<file path="config.mk">
export PLATFORM = sky130hd
export DESIGN_NAME = hrp_port_ctrl
export DESIGN_NICKNAME = d
export VERILOG_FILES = /design/src/include/hrp_pkg.sv /design/src/hrp_port_ctrl.sv
export SDC_FILE = /design/constraint.sdc
export NUM_CORES = 1
export LEC_CHECK = 0
export ABC_CLOCK_PERIOD_IN_PS = 2790
export BUFFER_PORTS_ARGS = -buffer_cell sky130_fd_sc_hd__buf_2
export CAP_MARGIN = 25
export CORE_MARGIN = 2
export CORE_UTILIZATION = 25
export CTS_BUF_LIST = sky130_fd_sc_hd__clkbuf_8
export DETAILED_ROUTE_END_ITERATION = 6
export SLEW_MARGIN = 20
export SYNTH_ARGS = -nofsm -noshare
export SYNTH_HDL_FRONTEND = slang
export SYNTH_SLANG_ARGS = --single-unit
</file>
<file path="constraint.sdc">
create_clock -name clk_in -period 2.79 [get_ports clk_in]
set_input_delay 0.1395 -clock clk_in [delete_from_list [all_inputs] [get_ports clk_in]]
set_output_delay 0.1395 -clock clk_in [all_outputs]
set_load 0.005 [all_outputs]
</file>
<file path="src/include/hrp_pkg.sv">
package hrp_pkg;
  localparam int NUM_PORTS = 4;
  // field positions inside the port status and control word
  localparam int TEST_CTL_LSB = 16;
  localparam int IND_CTL_LSB = 14;
  localparam int OWNER_BIT = 13;
  localparam int POWER_BIT = 12;
  localparam int LINE_ST_LSB = 10;
  // reset values
  localparam logic [3:0] TEST_CTL_RST = 4'h0;
  localparam logic [1:0] IND_CTL_RST = 2'h0;
  localparam logic OWNER_RST = 1'h1;
  localparam logic POWER_RST = 1'h0;
  // indicator encodings
  localparam logic [1:0] IND_OFF = 2'h0;
  localparam logic [1:0] IND_AMBER = 2'h1;
  localparam logic [1:0] IND_GREEN = 2'h2;
  localparam logic [1:0] IND_UNDEF = 2'h3;
  // test mode encodings
  localparam logic [3:0] TEST_NORMAL = 4'h0;
  localparam logic [3:0] TEST_J_STATE = 4'h1;
  localparam logic [3:0] TEST_K_STATE = 4'h2;
  localparam logic [3:0] TEST_SE0_NAK = 4'h3;
  localparam logic [3:0] TEST_PACKET = 4'h4;
  localparam logic [3:0] TEST_FORCE_EN = 4'h5;

  typedef struct packed {
    logic [3:0] test_ctl;
    logic [1:0] ind;
    logic owner;
    logic power;
  } hrp_port_t;

  localparam hrp_port_t PORT_RST = '{test_ctl: TEST_CTL_RST, ind: IND_CTL_RST,
                                     owner: OWNER_RST, power: POWER_RST};
endpackage

</file>
<file path="src/hrp_port_ctrl.sv">
`timescale 1ns/1ns
// Function
// - indicator writes ignored without indicator capability
// - indicator field drives off, amber, green
// - indicator field resets to off
// - configured flag rising clears ownership bit
// - ownership bit one while unconfigured, reset one
// - ownership bit one routes port to companion
// - no power switches: power reads one always
// - with switches, power bit controls switch
// - unpowered port reports no line status
// - overcurrent on powered port clears power
// - test field selects test mode, reserved selects normal
module hrp_port_ctrl #(
  parameter int NUM_PORTS = hrp_pkg::NUM_PORTS,
  localparam int IDX_W = (NUM_PORTS > 1) ? $clog2(NUM_PORTS) : 1
) (
  input wire logic clk_in,
  input wire logic rst_n_in,
  input wire logic indicator_cap_in,
  input wire logic power_switch_cap_in,
  input wire logic configured_flag_in,
  input wire logic wr_en_in,
  input wire logic [IDX_W-1:0] wr_port_in,
  input wire logic [31:0] wr_data_in,
  input wire logic rd_en_in,
  input wire logic [IDX_W-1:0] rd_port_in,
  input wire logic [NUM_PORTS*2-1:0] line_state_in,
  input wire logic [NUM_PORTS-1:0] overcurrent_in,
  output logic [31:0] rd_data_out,
  output logic rd_valid_out,
  output logic [NUM_PORTS-1:0] amber_out,
  output logic [NUM_PORTS-1:0] green_out,
  output logic [NUM_PORTS-1:0] companion_route_out,
  output logic [NUM_PORTS-1:0] port_power_out,
  output logic [NUM_PORTS*4-1:0] test_mode_out
);

  hrp_pkg::hrp_port_t st_r [NUM_PORTS];
  hrp_pkg::hrp_port_t st_nxt [NUM_PORTS];
  logic cfg_prev_r;
  wire cfg_rise = configured_flag_in && !cfg_prev_r;
  logic [NUM_PORTS-1:0] pwr_eff;
  logic [NUM_PORTS*2-1:0] ind_all;
  logic [NUM_PORTS-1:0] owner_all;
  logic [NUM_PORTS-1:0] amber_nxt;
  logic [NUM_PORTS-1:0] green_nxt;
  logic [NUM_PORTS*4-1:0] test_nxt;
  wire [31:0] rd_word;

  function automatic logic [3:0] test_sel(input logic [3:0] code);
    // reserved codes fall back to normal operation
    test_sel = (code <= hrp_pkg::TEST_FORCE_EN) ? code : hrp_pkg::TEST_NORMAL;
  endfunction

  function automatic logic [31:0] build_word(input hrp_pkg::hrp_port_t s,
                                             input logic pwr,
                                             input logic [1:0] ls);
    logic [31:0] w;
    w = 32'h0;
    w[hrp_pkg::TEST_CTL_LSB +: 4] = s.test_ctl;
    w[hrp_pkg::IND_CTL_LSB +: 2] = s.ind;
    w[hrp_pkg::OWNER_BIT] = s.owner;
    w[hrp_pkg::POWER_BIT] = pwr;
    // line levels are meaningless on an unpowered port
    w[hrp_pkg::LINE_ST_LSB +: 2] = pwr ? ls : 2'h0;
    build_word = w;
  endfunction

  always_comb begin
    for (int i = 0; i < NUM_PORTS; i++) begin
      st_nxt[i] = st_r[i];
      if (wr_en_in && wr_port_in == IDX_W'(i)) begin
        if (indicator_cap_in) begin
          st_nxt[i].ind = wr_data_in[hrp_pkg::IND_CTL_LSB +: 2];
        end
        st_nxt[i].test_ctl = wr_data_in[hrp_pkg::TEST_CTL_LSB +: 4];
        if (power_switch_cap_in) begin
          st_nxt[i].power = wr_data_in[hrp_pkg::POWER_BIT];
        end
        st_nxt[i].owner = wr_data_in[hrp_pkg::OWNER_BIT];
      end
      // overcurrent on a powered port beats a software write in the same cycle
      if (power_switch_cap_in && st_r[i].power && overcurrent_in[i]) begin
        st_nxt[i].power = 1'h0;
      end
      // the flag edge is unconditional, so it beats a write too
      if (cfg_rise) begin
        st_nxt[i].owner = 1'h0;
      end
      if (!configured_flag_in) begin
        st_nxt[i].owner = 1'h1;
      end
    end
  end

  always_comb begin
    for (int i = 0; i < NUM_PORTS; i++) begin
      pwr_eff[i] = !power_switch_cap_in || st_r[i].power;
      ind_all[i*2 +: 2] = st_r[i].ind;
      owner_all[i] = st_r[i].owner;
      amber_nxt[i] = indicator_cap_in && st_r[i].ind == hrp_pkg::IND_AMBER;
      green_nxt[i] = indicator_cap_in && st_r[i].ind == hrp_pkg::IND_GREEN;
      test_nxt[i*4 +: 4] = test_sel(st_r[i].test_ctl);
    end
  end

  assign rd_word = build_word(st_r[rd_port_in], pwr_eff[rd_port_in],
                              line_state_in[rd_port_in*2 +: 2]);

  always_ff @(posedge clk_in) begin
    if (!rst_n_in) begin
      for (int i = 0; i < NUM_PORTS; i++) begin
        st_r[i] <= hrp_pkg::PORT_RST;
      end
      // a flag already high at reset release counts as a rise
      cfg_prev_r <= 1'h0;
    end else begin
      for (int i = 0; i < NUM_PORTS; i++) begin
        st_r[i] <= st_nxt[i];
      end
      cfg_prev_r <= configured_flag_in;
    end
  end

  always_ff @(posedge clk_in) begin
    if (!rst_n_in) begin
      rd_data_out <= 32'h0;
      rd_valid_out <= 1'h0;
      amber_out <= '0;
      green_out <= '0;
      companion_route_out <= '1;
      port_power_out <= '0;
      test_mode_out <= '0;
    end else begin
      rd_valid_out <= rd_en_in;
      if (rd_en_in) begin
        rd_data_out <= rd_word;
      end
      amber_out <= amber_nxt;
      green_out <= green_nxt;
      companion_route_out <= owner_all;
      port_power_out <= pwr_eff;
      test_mode_out <= test_nxt;
    end
  end
endmodule // hrp_port_ctrl

</file>
[Yosys cells after proc, flatten, opt, wreduce, memory -nomap -nowiden]
Memories as Yosys holds them, arrays and structs flattened. A register that Yosys moved wholly into a read port is not among the register bits.
Cells that the tools add are included.
Storage, ports and cells
  bits in registers: 44
  bits in writable memories: 32
  logic and storage cells: 99
  memories kept: 1
Cells by class
  $lt $le $gt $ge: 5
  eq/ne operators: 11
  shifts and indexed selects: 1
  multiplexer cells: 33
  bitwise operators: 4
  reductions and logical operators: 33
Memories
  st_r: depth 4, bits a word 8, read ports 5, clocked after memory_dff 1, wr ports 4, line hrp_port_ctrl.sv:39  | hrp_pkg::hrp_port_t st_r [NUM_PORTS];
Operator list (number)
  two-way mux 8 bit: 8
  logical AND 1 bit: 21
  two-way mux 1 bit: 19
  <= comparator 4 x 3 -> 1 bit (second input constant): 4
  == test 2 bit (second input constant): 6
  == test 2 x 1 -> 1 bit (second input constant): 5
  two-way mux 2 bit: 5
  AND reduction 2 bit: 4
  variable part select 8 x 4 -> 2 bit: 1
  logical OR 1 bit: 4
  bitwise OR 1 bit: 4
  logical NOT 1 bit: 3
  < comparator 2 x 3 -> 1 bit (second input constant): 1
  binary-select mux 1 bit (select 2 bit): 1
  logical NOT 2 bit: 1

[Depth between registers and ports, before layout]
Gate-level depths: netlist of run 1.
  word-level depth: 6
  depth in mapped cells: 4

[Worst setup path after synthesis of run 1]
OpenSTA, ideal clock, no wires.
  path type: in2reg
  from: input port rd_port_in[0]
  to: register rd_data_out[15] (read register of st_r)
  library setup time: 128 ps
  arrival: 940 ps
  path slack: 1722 ps
  cell stages on the path: 4
  buffers on the path: 1
  cell sequence: buf_6 mux4_2 mux2i_1 nor2_1
RTL lines
  start, declared: line hrp_port_ctrl.sv:27  | input wire logic [IDX_W-1:0] rd_port_in,
  end, declared: line hrp_port_ctrl.sv:30  | output logic [31:0] rd_data_out,

[Worst setup path after layout of run 1]
  from: input port rst_n_in
  to: register test_mode_out[14]
Between the ends
  longest elaborated chain between the ends: 1
Ends and longest elaborated chain
  start, declared: line hrp_port_ctrl.sv:19  | input wire logic rst_n_in,
  AND reduction 2 bit (no line)
  end signal, assigned: line hrp_port_ctrl.sv:144  | test_mode_out <= test_nxt;
  end, declared: line hrp_port_ctrl.sv:36  | output logic [NUM_PORTS*4-1:0] test_mode_out
Every way passes these cells.
A chain may end at the register's enable or synchronous reset.

==> results of run 1 <==
-- stage by stage --
step	worst slack, ns	util	instance area [um2]	std cells	hold slack [ns]
6_report	1.598	0.3081	3670	501	0.06679
3_5_place_dp	1.187	0.2903	3458	484	0.4325
2_1_floorplan	1.722	-	3132	297	0.2687
5_1_grt	1.417	0.3079	3667	500	0.07070
3_3_place_gp	1.241	0.2903	3458	484	0.4233
4_1_cts	1.546	0.3079	3667	500	0.04486
-- layer usage --
metal	wire length [um]	vias up	track usage
met3	482	11	0.04076
met2	3301	70	0.1857
li1	-	1064	-
met4	157	0	0.06504
met1	3198	1046	0.1296
met5	0	-	0
-- state kept, by name, summed over array words and instances, names as in the netlist, 4 cells and up --
register             count
companion_route_out      4
amber_out                4
st_r                    32
port_power_out           4
rd_data_out             10
test_mode_out           16
green_out                4
-- cells in the final DEF (no fill, tap or decap), drive strengths merged, types with 2 or more instances in the layout --
cell	netlist	final
clkinv	0	2
nor3b	9	9
inv	10	12
mux4	9	9
nor2	31	31
clkbuf	5	10
nor4b	8	8
mux2	2	2
nand4	2	2
conb	1	26
nand2	6	6
o31ai	2	2
nand3b	8	8
a221oi	3	3
nand4b	4	4
a21oi	10	10
buf	30	75
dfxtp	76	76
o21ai	7	7
mux2i	35	35
nand2b	6	6
-- layout make-up --
class | count | share of cell area
antenna | 1 | 0.0006819
clock buffer | 10 | 0.03750
clock inverter | 6 | 0.01943
inverter | 10 | 0.01023
multi-input combinational | 176 | 0.3638
sequential | 76 | 0.4146
tap | 147 | 0.05012
timing repair buffer | 75 | 0.1036
-- cell families (layout without fill, tap and decap cells) --
| kind of cell | after synthesis | in the layout | synth area share |
|---|---|---|---|
| buf+inv | 45 | 101 | 0.09061 |
| other cells | 1 | 27 | 0.001234 |
| simple gates | 78 | 78 | 0.1623 |
| flops | 76 | 76 | 0.5008 |
| compound gates | 26 | 26 | 0.05313 |
| mux | 46 | 46 | 0.1919 |
-- worst register-to-register path, stage by stage (launching register included) --
cell	delay, ns
dfxtp_1	0.37
mux4_2	0.49
mux2i_1	0.15
nor2_1	0.05
-- report_power, final --
group / switching [mW] / internal (mW) / total (mW) / leakage (nW)
clock: 0.435 / 0.447 / 0.881 / 0.105
combinational: 0.103 / 0.0831 / 0.186 / 0.977
sequential: 0.0212 / 1.12 / 1.14 / 0.620
-- how the worst max path moves through the flow --
stage / start / to / slack (ns) / cells past startpoint
after floorplan: rd_port_in[0] / rd_data_out[15]$_SDFFE_PN0P_ / 1.72 / 4
after global placement: rst_n_in / test_mode_out[14]$_SDFF_PN0_ / 1.24 / 4
after detailed placement: rst_n_in / test_mode_out[14]$_SDFF_PN0_ / 1.19 / 4
after CTS: rst_n_in / test_mode_out[14]$_SDFF_PN0_ / 1.55 / 4
after global routing: rst_n_in / test_mode_out[14]$_SDFF_PN0_ / 1.42 / 4
final: rst_n_in / test_mode_out[14]$_SDFF_PN0_ / 1.60 / 4
==> run metrics, run 1 <==
status=complete, no violations; number of global-route vias before repair=2,201; TritonRoute pass-1 iters=4; P&R area growth vs syn=20.80%; P per Cell Area=about 600 nW/um2; Max Fclk=0.8391 GHz; top-count cell post-synth=dfxtp_1; Detailed Route Iter0 Violations=127; pin count of the biggest net entering global routing=23; total wire length=approximately 7100 um; Clock H-tree levels=3; core area=11,910 um2; max-slew violation count=0; Crit-path slowest cell=inv_1; Hold Path End=st_r[3][4]$_SDFFE_PN0N_; Overall Global Routing Usage=0.1141; Slew @ Worst Pin=0.7057 ns; global route total overflow=0; critical path launch point type=primary input; hold path start=wr_data_in[16]; DIE HEIGHT=between 100 and 150 um; CP delay by family, top=buffers and inverters; Top FF cell, synth=dfxtp_1; ranking of synthesized cells by area=dfxtp_1 50%, mux2i_1 12%, buf_4 6.2%, mux4_2 5.2%, nor2_1 3.8%; CP bufs+invs=3; Worst EP arrival=1.45 ns; crit-path max cell delay=0.39 ns; Reg2Reg Depth=3; Async S/R FF share, synth=0; crit end category=flip-flop; CP Max Fanout=22; Final period util=0.4271; area of the die=13,050 um2; top cell type's share of synthesized area=0.5008; Vias/cell=4.373; crit path kind=in2reg; clk_lat worst skew=0.36 ns; flop and latch count out of synthesis=76; fin crit period=between 1 and 1.5 ns; VDD IR-drop max=0.0001642 V; Bufs on Longest Clock Path=2; Layout Skew=0.007823 ns; clock tree root buffer cell=clkbuf_8; r2r setup slk=~1.6 ns; relative slew slack=0.5290; first-pass GRT wire length=between 10,000 and 15,000 um; Storage cell area=1521 um2; Port Buffers=73; GPL Wtd Cong=0.7205; Fin. Hold Viols=0; reg-to-reg endpoint=rd_data_out[19]$_SDFFE_PN0P_; CTS sink cnt=76; Hold Crit Class=in2reg; routed vias=between 2,000 and 2,500; hold_buf cts=0; layout cells sized above 1=0.3003; top cells by count, synth=76 x dfxtp_1, 35 x mux2i_1, 31 x nor2_1; Clock transition at path regs=0.09 ns; area occupied by multi-input gates=around 1300 um2; max cap viols=0; synthesized cell area=3038 um2; RSZ-0062 raised after global routing=no; average wire per standard cell=14.25 um; Hold Path Depth=3; dpl hpwl=roughly 5000 um; final setup TNS=0 ns; Die Wd=between 100 and 150 um; required time worst endpoint=3.05 ns; # setup viols final=0; post-synth top area cell=dfxtp_1; Ys Warns=0; Site Rows=40; initial antenna violation count=0; filler cell count=1,253; IO Pins=120; final net count=403; Cell Chain, Critical Path=buf_2 > inv_1 > buf_4 > nor4b_1; cells resized by post-CTS repair=0; Post-synth EDFFs=0; Avg Cell Area, Syn=between 10 and 15 um2; Post-Syn Instances=272; drt drc=0; Design Power=approximately 2.2 mW; sequential area share after synthesis=0.5008; reg2reg start=st_r[2][7]$_SDFFE_PN0N_; P_leak=approximately 1.7 nW; TritonCTS buffer count=9; Starting Density=0.2550; TritonCTS clock tree=done; Final ANT Viol Nets=0; postcts setup bufs=0; Cell variety after synth=35
Power figures use the tool's default switching activity.
==> run 2: changes to the inputs <==
- ABC_CLOCK_PERIOD_IN_PS: 2790 -> 1200
- clock period: 2.79 -> 1.2 ns (I/O delays scaled with it)
==> run metrics, run 2 (same netlist as run 1, synthesis figures left out) <==
area of the die=13,050 um2 (unchanged); max reg flops=32 (unchanged); pin count of the biggest net entering global routing=49 (+110%); layout cells sized above 1=0.3235 (+0.02325); required time worst endpoint=1.46 ns (-1.59 ns); CP Max Fanout=3 (-86%); Largest regs=st_r x32, test_mode_out x16, rd_data_out x10; most frequent cells in the layout=76 x dfxtp_1, 73 x buf_2, 35 x mux2i_1; crit end category=flip-flop; fin crit period=1.127 ns; IO Pins=120 (unchanged); met2 Usage GRT=0.1841 (-0.001587); Site Rows=40 (unchanged); # setup viols final=0 (unchanged); cells resized by post-CTS repair=0 (unchanged); crit path kind=reg2reg; Layout Skew=0.01051 ns (+0.002687 ns); number of global-route vias before repair=2,193 (-0.36%); Design Power=4.905 mW (+120%); area occupied by multi-input gates=1335 um2 (unchanged); Vias/cell=4.284 (-2.0%); n_diodes=0 (-1); Die Wd=114.2 um (unchanged); total wire length=7188 um (+0.67%); commonest non-fill, non-tap cell in the layout=dfxtp_1; max cap viols=0 (unchanged); Worst EP arrival=1.38 ns (-0.07 ns); RSZ-0062 raised after global routing=no; GR Util met1=0.1306 (+0.001027); drt drc=0 (unchanged); Largest Register=st_r; DIE HEIGHT=114.2 um (unchanged); filler cell count=1,234 (-1.5%); clock tree root buffer cell=clkbuf_8; CP bufs+invs=0 (-3); Top Usage Layer GRT=met2; TritonCTS clock tree=done; status=complete, no violations; TritonCTS buffer count=9 (unchanged); postcts setup bufs=0 (unchanged); Clock transition at path regs=0.09 ns (about the same); VDD IR-drop max=0.0004043 V (+150%); first-pass GRT wire length=11,120 um (+1.3%); Crit-path slowest cell=mux4_2; average wire per standard cell=13.80 um (-3.2%); core area=11,910 um2 (unchanged); TritonRoute pass-1 iters=4 (unchanged); P&R area growth vs syn=26.57%; CTS sink cnt=76 (unchanged); Detailed Route Iter0 Violations=167 (+31%); met3 usage=0.04659 (+0.005823); global route total overflow=0 (unchanged); Max Fclk=0.8877 GHz; P_leak=1.803 nW (+5.9%); crit-path max cell delay=0.47 ns (+0.08 ns); Final period util=0.9388; final setup TNS=0 ns (unchanged); CP delay by family, top=multiplexers; dpl hpwl=5193 um (+2.0%); Bufs on Longest Clock Path=2 (unchanged); Final Core Density=0.3228 (+0.01471); Port Buffers=73 (unchanged); Final ANT Viol Nets=0 (unchanged); Worst Hold Slack=0.01105 ns (-0.05574 ns); Overall Global Routing Usage=0.1146 (+0.0005720); GPL Wtd Cong=0.7386 (+2.5%); Cell Chain, Critical Path=mux4_2 > mux2i_1 > nor2_1; Hold Crit Class=in2reg; routed vias=2,232 (+1.9%); P per Cell Area=1276 nW/um2 (+110%); Fin. Hold Viols=0 (unchanged); Clock H-tree levels=3 (unchanged); Starting Density=0.2550 (unchanged); clk_lat worst skew=0.36 ns (about the same); max-slew violation count=0 (unchanged); Storage cell area=1521 um2 (unchanged); critical path launch point type=flip-flop; initial antenna violation count=0 (unchanged); final net count=424 (+5.2%)
-- run 2: cell count changes in the layout (fill, tap and decap cells not counted) --
cell | before | now
clkinvlp_4 | 1 | 2
buf_4 | 2 | 14
clkinv_2 | 1 | 3
diode_2 | 1 | 0
buf_12 | 0 | 3
clkinv_4 | 1 | 0
dlygate4sd3_1 | 0 | 6
bufinv_16 | 1 | 0
inv_8 | 1 | 0
-- run 2: timing repair --
| item | in CTS | in global routing |
|---|---|---|
| hold endpoints to repair | 12 | 0 |
| hold buffers | 6 | 0 |
| setup endpoints to repair | 0 | 0 |
-- run 2: area by class of cell --
type                            count  area share
Inverter                           10    0.009762
Tap cell                          147     0.04784
Clock inverter                      6     0.01009
Multi-Input combinational cell    176      0.3472
Sequential cell                    76      0.3957
Timing Repair Buffer               96      0.1536
Clock buffer                       10     0.03580
-- run 2: where the power goes --
group	switching (mW)	internal (mW)	total [mW]
logic	0.256	0.240	0.496
clock network	0.964	0.802	1.77
registers	0.0397	2.60	2.64
total	1.26	3.65	4.90
-- run 2: worst register-to-register path: cells and delay by family, from the launching register on --
| family | cells | cell delay (ns) |
|---|---|---|
| multiplexers | 2 | 0.61 |
| flip-flops | 1 | 0.36 |
| AND/OR/NAND/NOR | 1 | 0.05 |
-- run 2: metal layers --
layer	wire length, um	vias up	share of wire
met5	0	-	0
met4	148	0	0.021
met3	605	13	0.084
met2	3406	69	0.47
met1	3028	1045	0.42
li1	-	1105	-
-- run 2: metrics by stage --
| step | area, um2 | setup WS, ns | cells |
|---|---|---|---|
| after floorplan | 3132 | 0.1492 | 297 |
| after global placement | 3608 | 0.05641 | 499 |
| after detailed placement | 3608 | 0.04239 | 499 |
| after CTS | 3845 | 0.07749 | 521 |
| after global routing | 3845 | 0.02158 | 521 |
| final | 3845 | 0.07348 | 521 |
-- run 2: path summary, 6_finish.rpt --
check / startpoint / to / slack (ns) / depth (start not counted)
max: st_r[2][4]$_SDFFE_PN0N_ / rd_data_out[16]$_SDFFE_PN0P_ / 0.07 / 3
max reg2reg: st_r[2][4]$_SDFFE_PN0N_ / rd_data_out[16]$_SDFFE_PN0P_ / 0.07 / 3
min reg2reg: st_r[1][1]$_SDFFE_PN1P_ / companion_route_out[1]$_SDFF_PN1_ / 0.46 / 1
min: wr_data_in[18] / st_r[1][6]$_SDFFE_PN0N_ / 0.01 / 3
==> run 3: changes to the inputs <==
- CORE_ASPECT_RATIO: unset -> 1.5
==> run metrics, run 3 (same netlist as run 1, synthesis figures left out) <==
Bufs on Longest Clock Path=2 (unchanged); max cap viols=0 (unchanged); clock tree root buffer cell=clkbuf_8; Die Wd=94.01 um (-18%); Vias/cell=4.315 (+0.72%); instance count on the critical path=3 (unchanged); hold_buf cts=8 (+2); CP Max Fanout=4 (+1); postcts setup bufs=0 (unchanged); number of global-route vias before repair=2,247 (+2.5%); DIE HEIGHT=139.0 um (+22%); layout cells sized above 1=0.3182 (-0.005348); Clock H-tree levels=3 (unchanged); P_leak=1.800 nW (-0.14%); Largest regs=st_r x32, test_mode_out x16, rd_data_out x10; Starting Density=0.2541 (-0.0009342); RSZ-0062 raised after global routing=no; GPL Wtd Cong=0.7936 (+7.4%); CTS sink cnt=76 (unchanged); crit-path max cell delay=0.48 ns (about the same); Max Fclk=0.8782 GHz (-1.1%); final setup TNS=0 ns (unchanged); area of the die=13,070 um2 (+0.14%); max reg flops=32 (unchanged); design area=3877 um2 (+0.85%); first-pass GRT wire length=11,190 um (+0.62%); crit path kind=reg2reg; CP bufs+invs=0 (unchanged); P per Cell Area=1282 nW/um2 (+0.52%); n_diodes=0 (unchanged); critical path launch point type=flip-flop; TritonCTS buffer count=9 (unchanged); Fin. Hold Viols=0 (unchanged); Overall Global Routing Usage=0.1147 (about the same); Hold Path Depth=3 (unchanged); cells resized by post-CTS repair=0 (unchanged); dpl hpwl=5248 um (+1.1%); pin count of the biggest net entering global routing=49 (unchanged); Layout Skew=0.006501 ns (-0.004008 ns); hold path start=wr_data_in[17]; r2r setup slk=0.06 ns (about the same); Final ANT Viol Nets=0 (unchanged); commonest non-fill, non-tap cell in the layout=dfxtp_1; Port Buffers=73 (unchanged); Reg2Reg Depth=3 (unchanged); core area=11,960 um2 (+0.37%); TritonCTS clock tree=done; reg2reg start=st_r[3][2]$_SDFFE_PN0P_; Worst EP arrival=1.39 ns (about the same); status=complete, no violations; Site Rows=49 (+23%); Crit-path slowest cell=mux4_2; critical path startpoint=st_r[3][2]$_SDFFE_PN0P_; initial antenna violation count=0 (unchanged); most frequent cells in the layout=76 x dfxtp_1, 73 x buf_2, 35 x mux2i_1; clk_lat worst skew=0.36 ns (about the same); max-slew violation count=0 (unchanged); CP delay by family, top=multiplexers; post-detailed-placement cell area=3613 um2 (+0.14%); required time worst endpoint=1.45 ns (about the same); IO Pins=120 (unchanged); # setup viols final=0 (unchanged); TritonRoute pass-1 iters=4 (unchanged); Clock transition at path regs=0.08 ns (about the same); routed vias=2,274 (+1.9%); Design Power=4.972 mW (+1.4%); fin crit period=1.139 ns (+0.01216 ns); VDD IR-drop max=0.0004071 V (+0.68%); drt drc=0 (unchanged); Detailed Route Iter0 Violations=102 (-39%); total wire length=7292 um (+1.4%); Largest Register=st_r; P&R area growth vs syn=27.64%; Hold Crit Class=in2reg; average wire per standard cell=13.84 um (+0.29%); Cell Chain, Critical Path=mux4_2 > mux2i_1 > nor2_1; crit end category=flip-flop; final net count=424 (unchanged); global route total overflow=0 (unchanged); Final period util=0.9489 (+0.01013); Worst Hold Slack=0.02021 ns (+0.009162 ns)
-- run 3: tightest hold or removal path, stage by stage --
cell	delay, ns
buf_2	0.13
mux2i_1	0.08
nor2_1	0.07
-- run 3: power breakdown --
part / switching, mW / internal [mW]
Clock: 1.04 / 0.781
Combinational: 0.258 / 0.247
Sequential: 0.0424 / 2.60
-- run 3: final cells by class --
type,instances,area [um2]
clock buffer,9,123.9
clock inverter,7,60.06
fill,1247,8078
inverter,10,37.54
multi-input combinational,176,1335
sequential,76,1521
tap,153,191.4
timing repair buffer,96,608.1
-- run 3: metrics by stage --
stage,std cells,utilization,worst slack (ns)
floorplan,297,-,0.1492
global placement,503,0.3023,0.04311
detailed placement,503,0.3023,-0.001216
CTS,527,0.3243,0.04178
global route,527,0.3243,0.0007645
finish,527,0.3243,0.06132
-- run 3: worst paths after layout --
check / endpoint
worst min register to register: green_out[2]$_SDFF_PN0_
worst max-delay path: rd_data_out[14]$_SDFFE_PN0P_
worst max register to register: rd_data_out[14]$_SDFFE_PN0P_
worst min-delay path: st_r[3][5]$_SDFFE_PN0N_
-- run 3: per-layer routing --
metal / vias up / track usage / part of all wire
li1: 1106 / - / -
met1: 1071 / 0.1241 / 0.40
met2: 84 / 0.2000 / 0.52
met3: 13 / 0.02826 / 0.057
met4: 0 / 0.06407 / 0.028
met5: - / 0 / 0
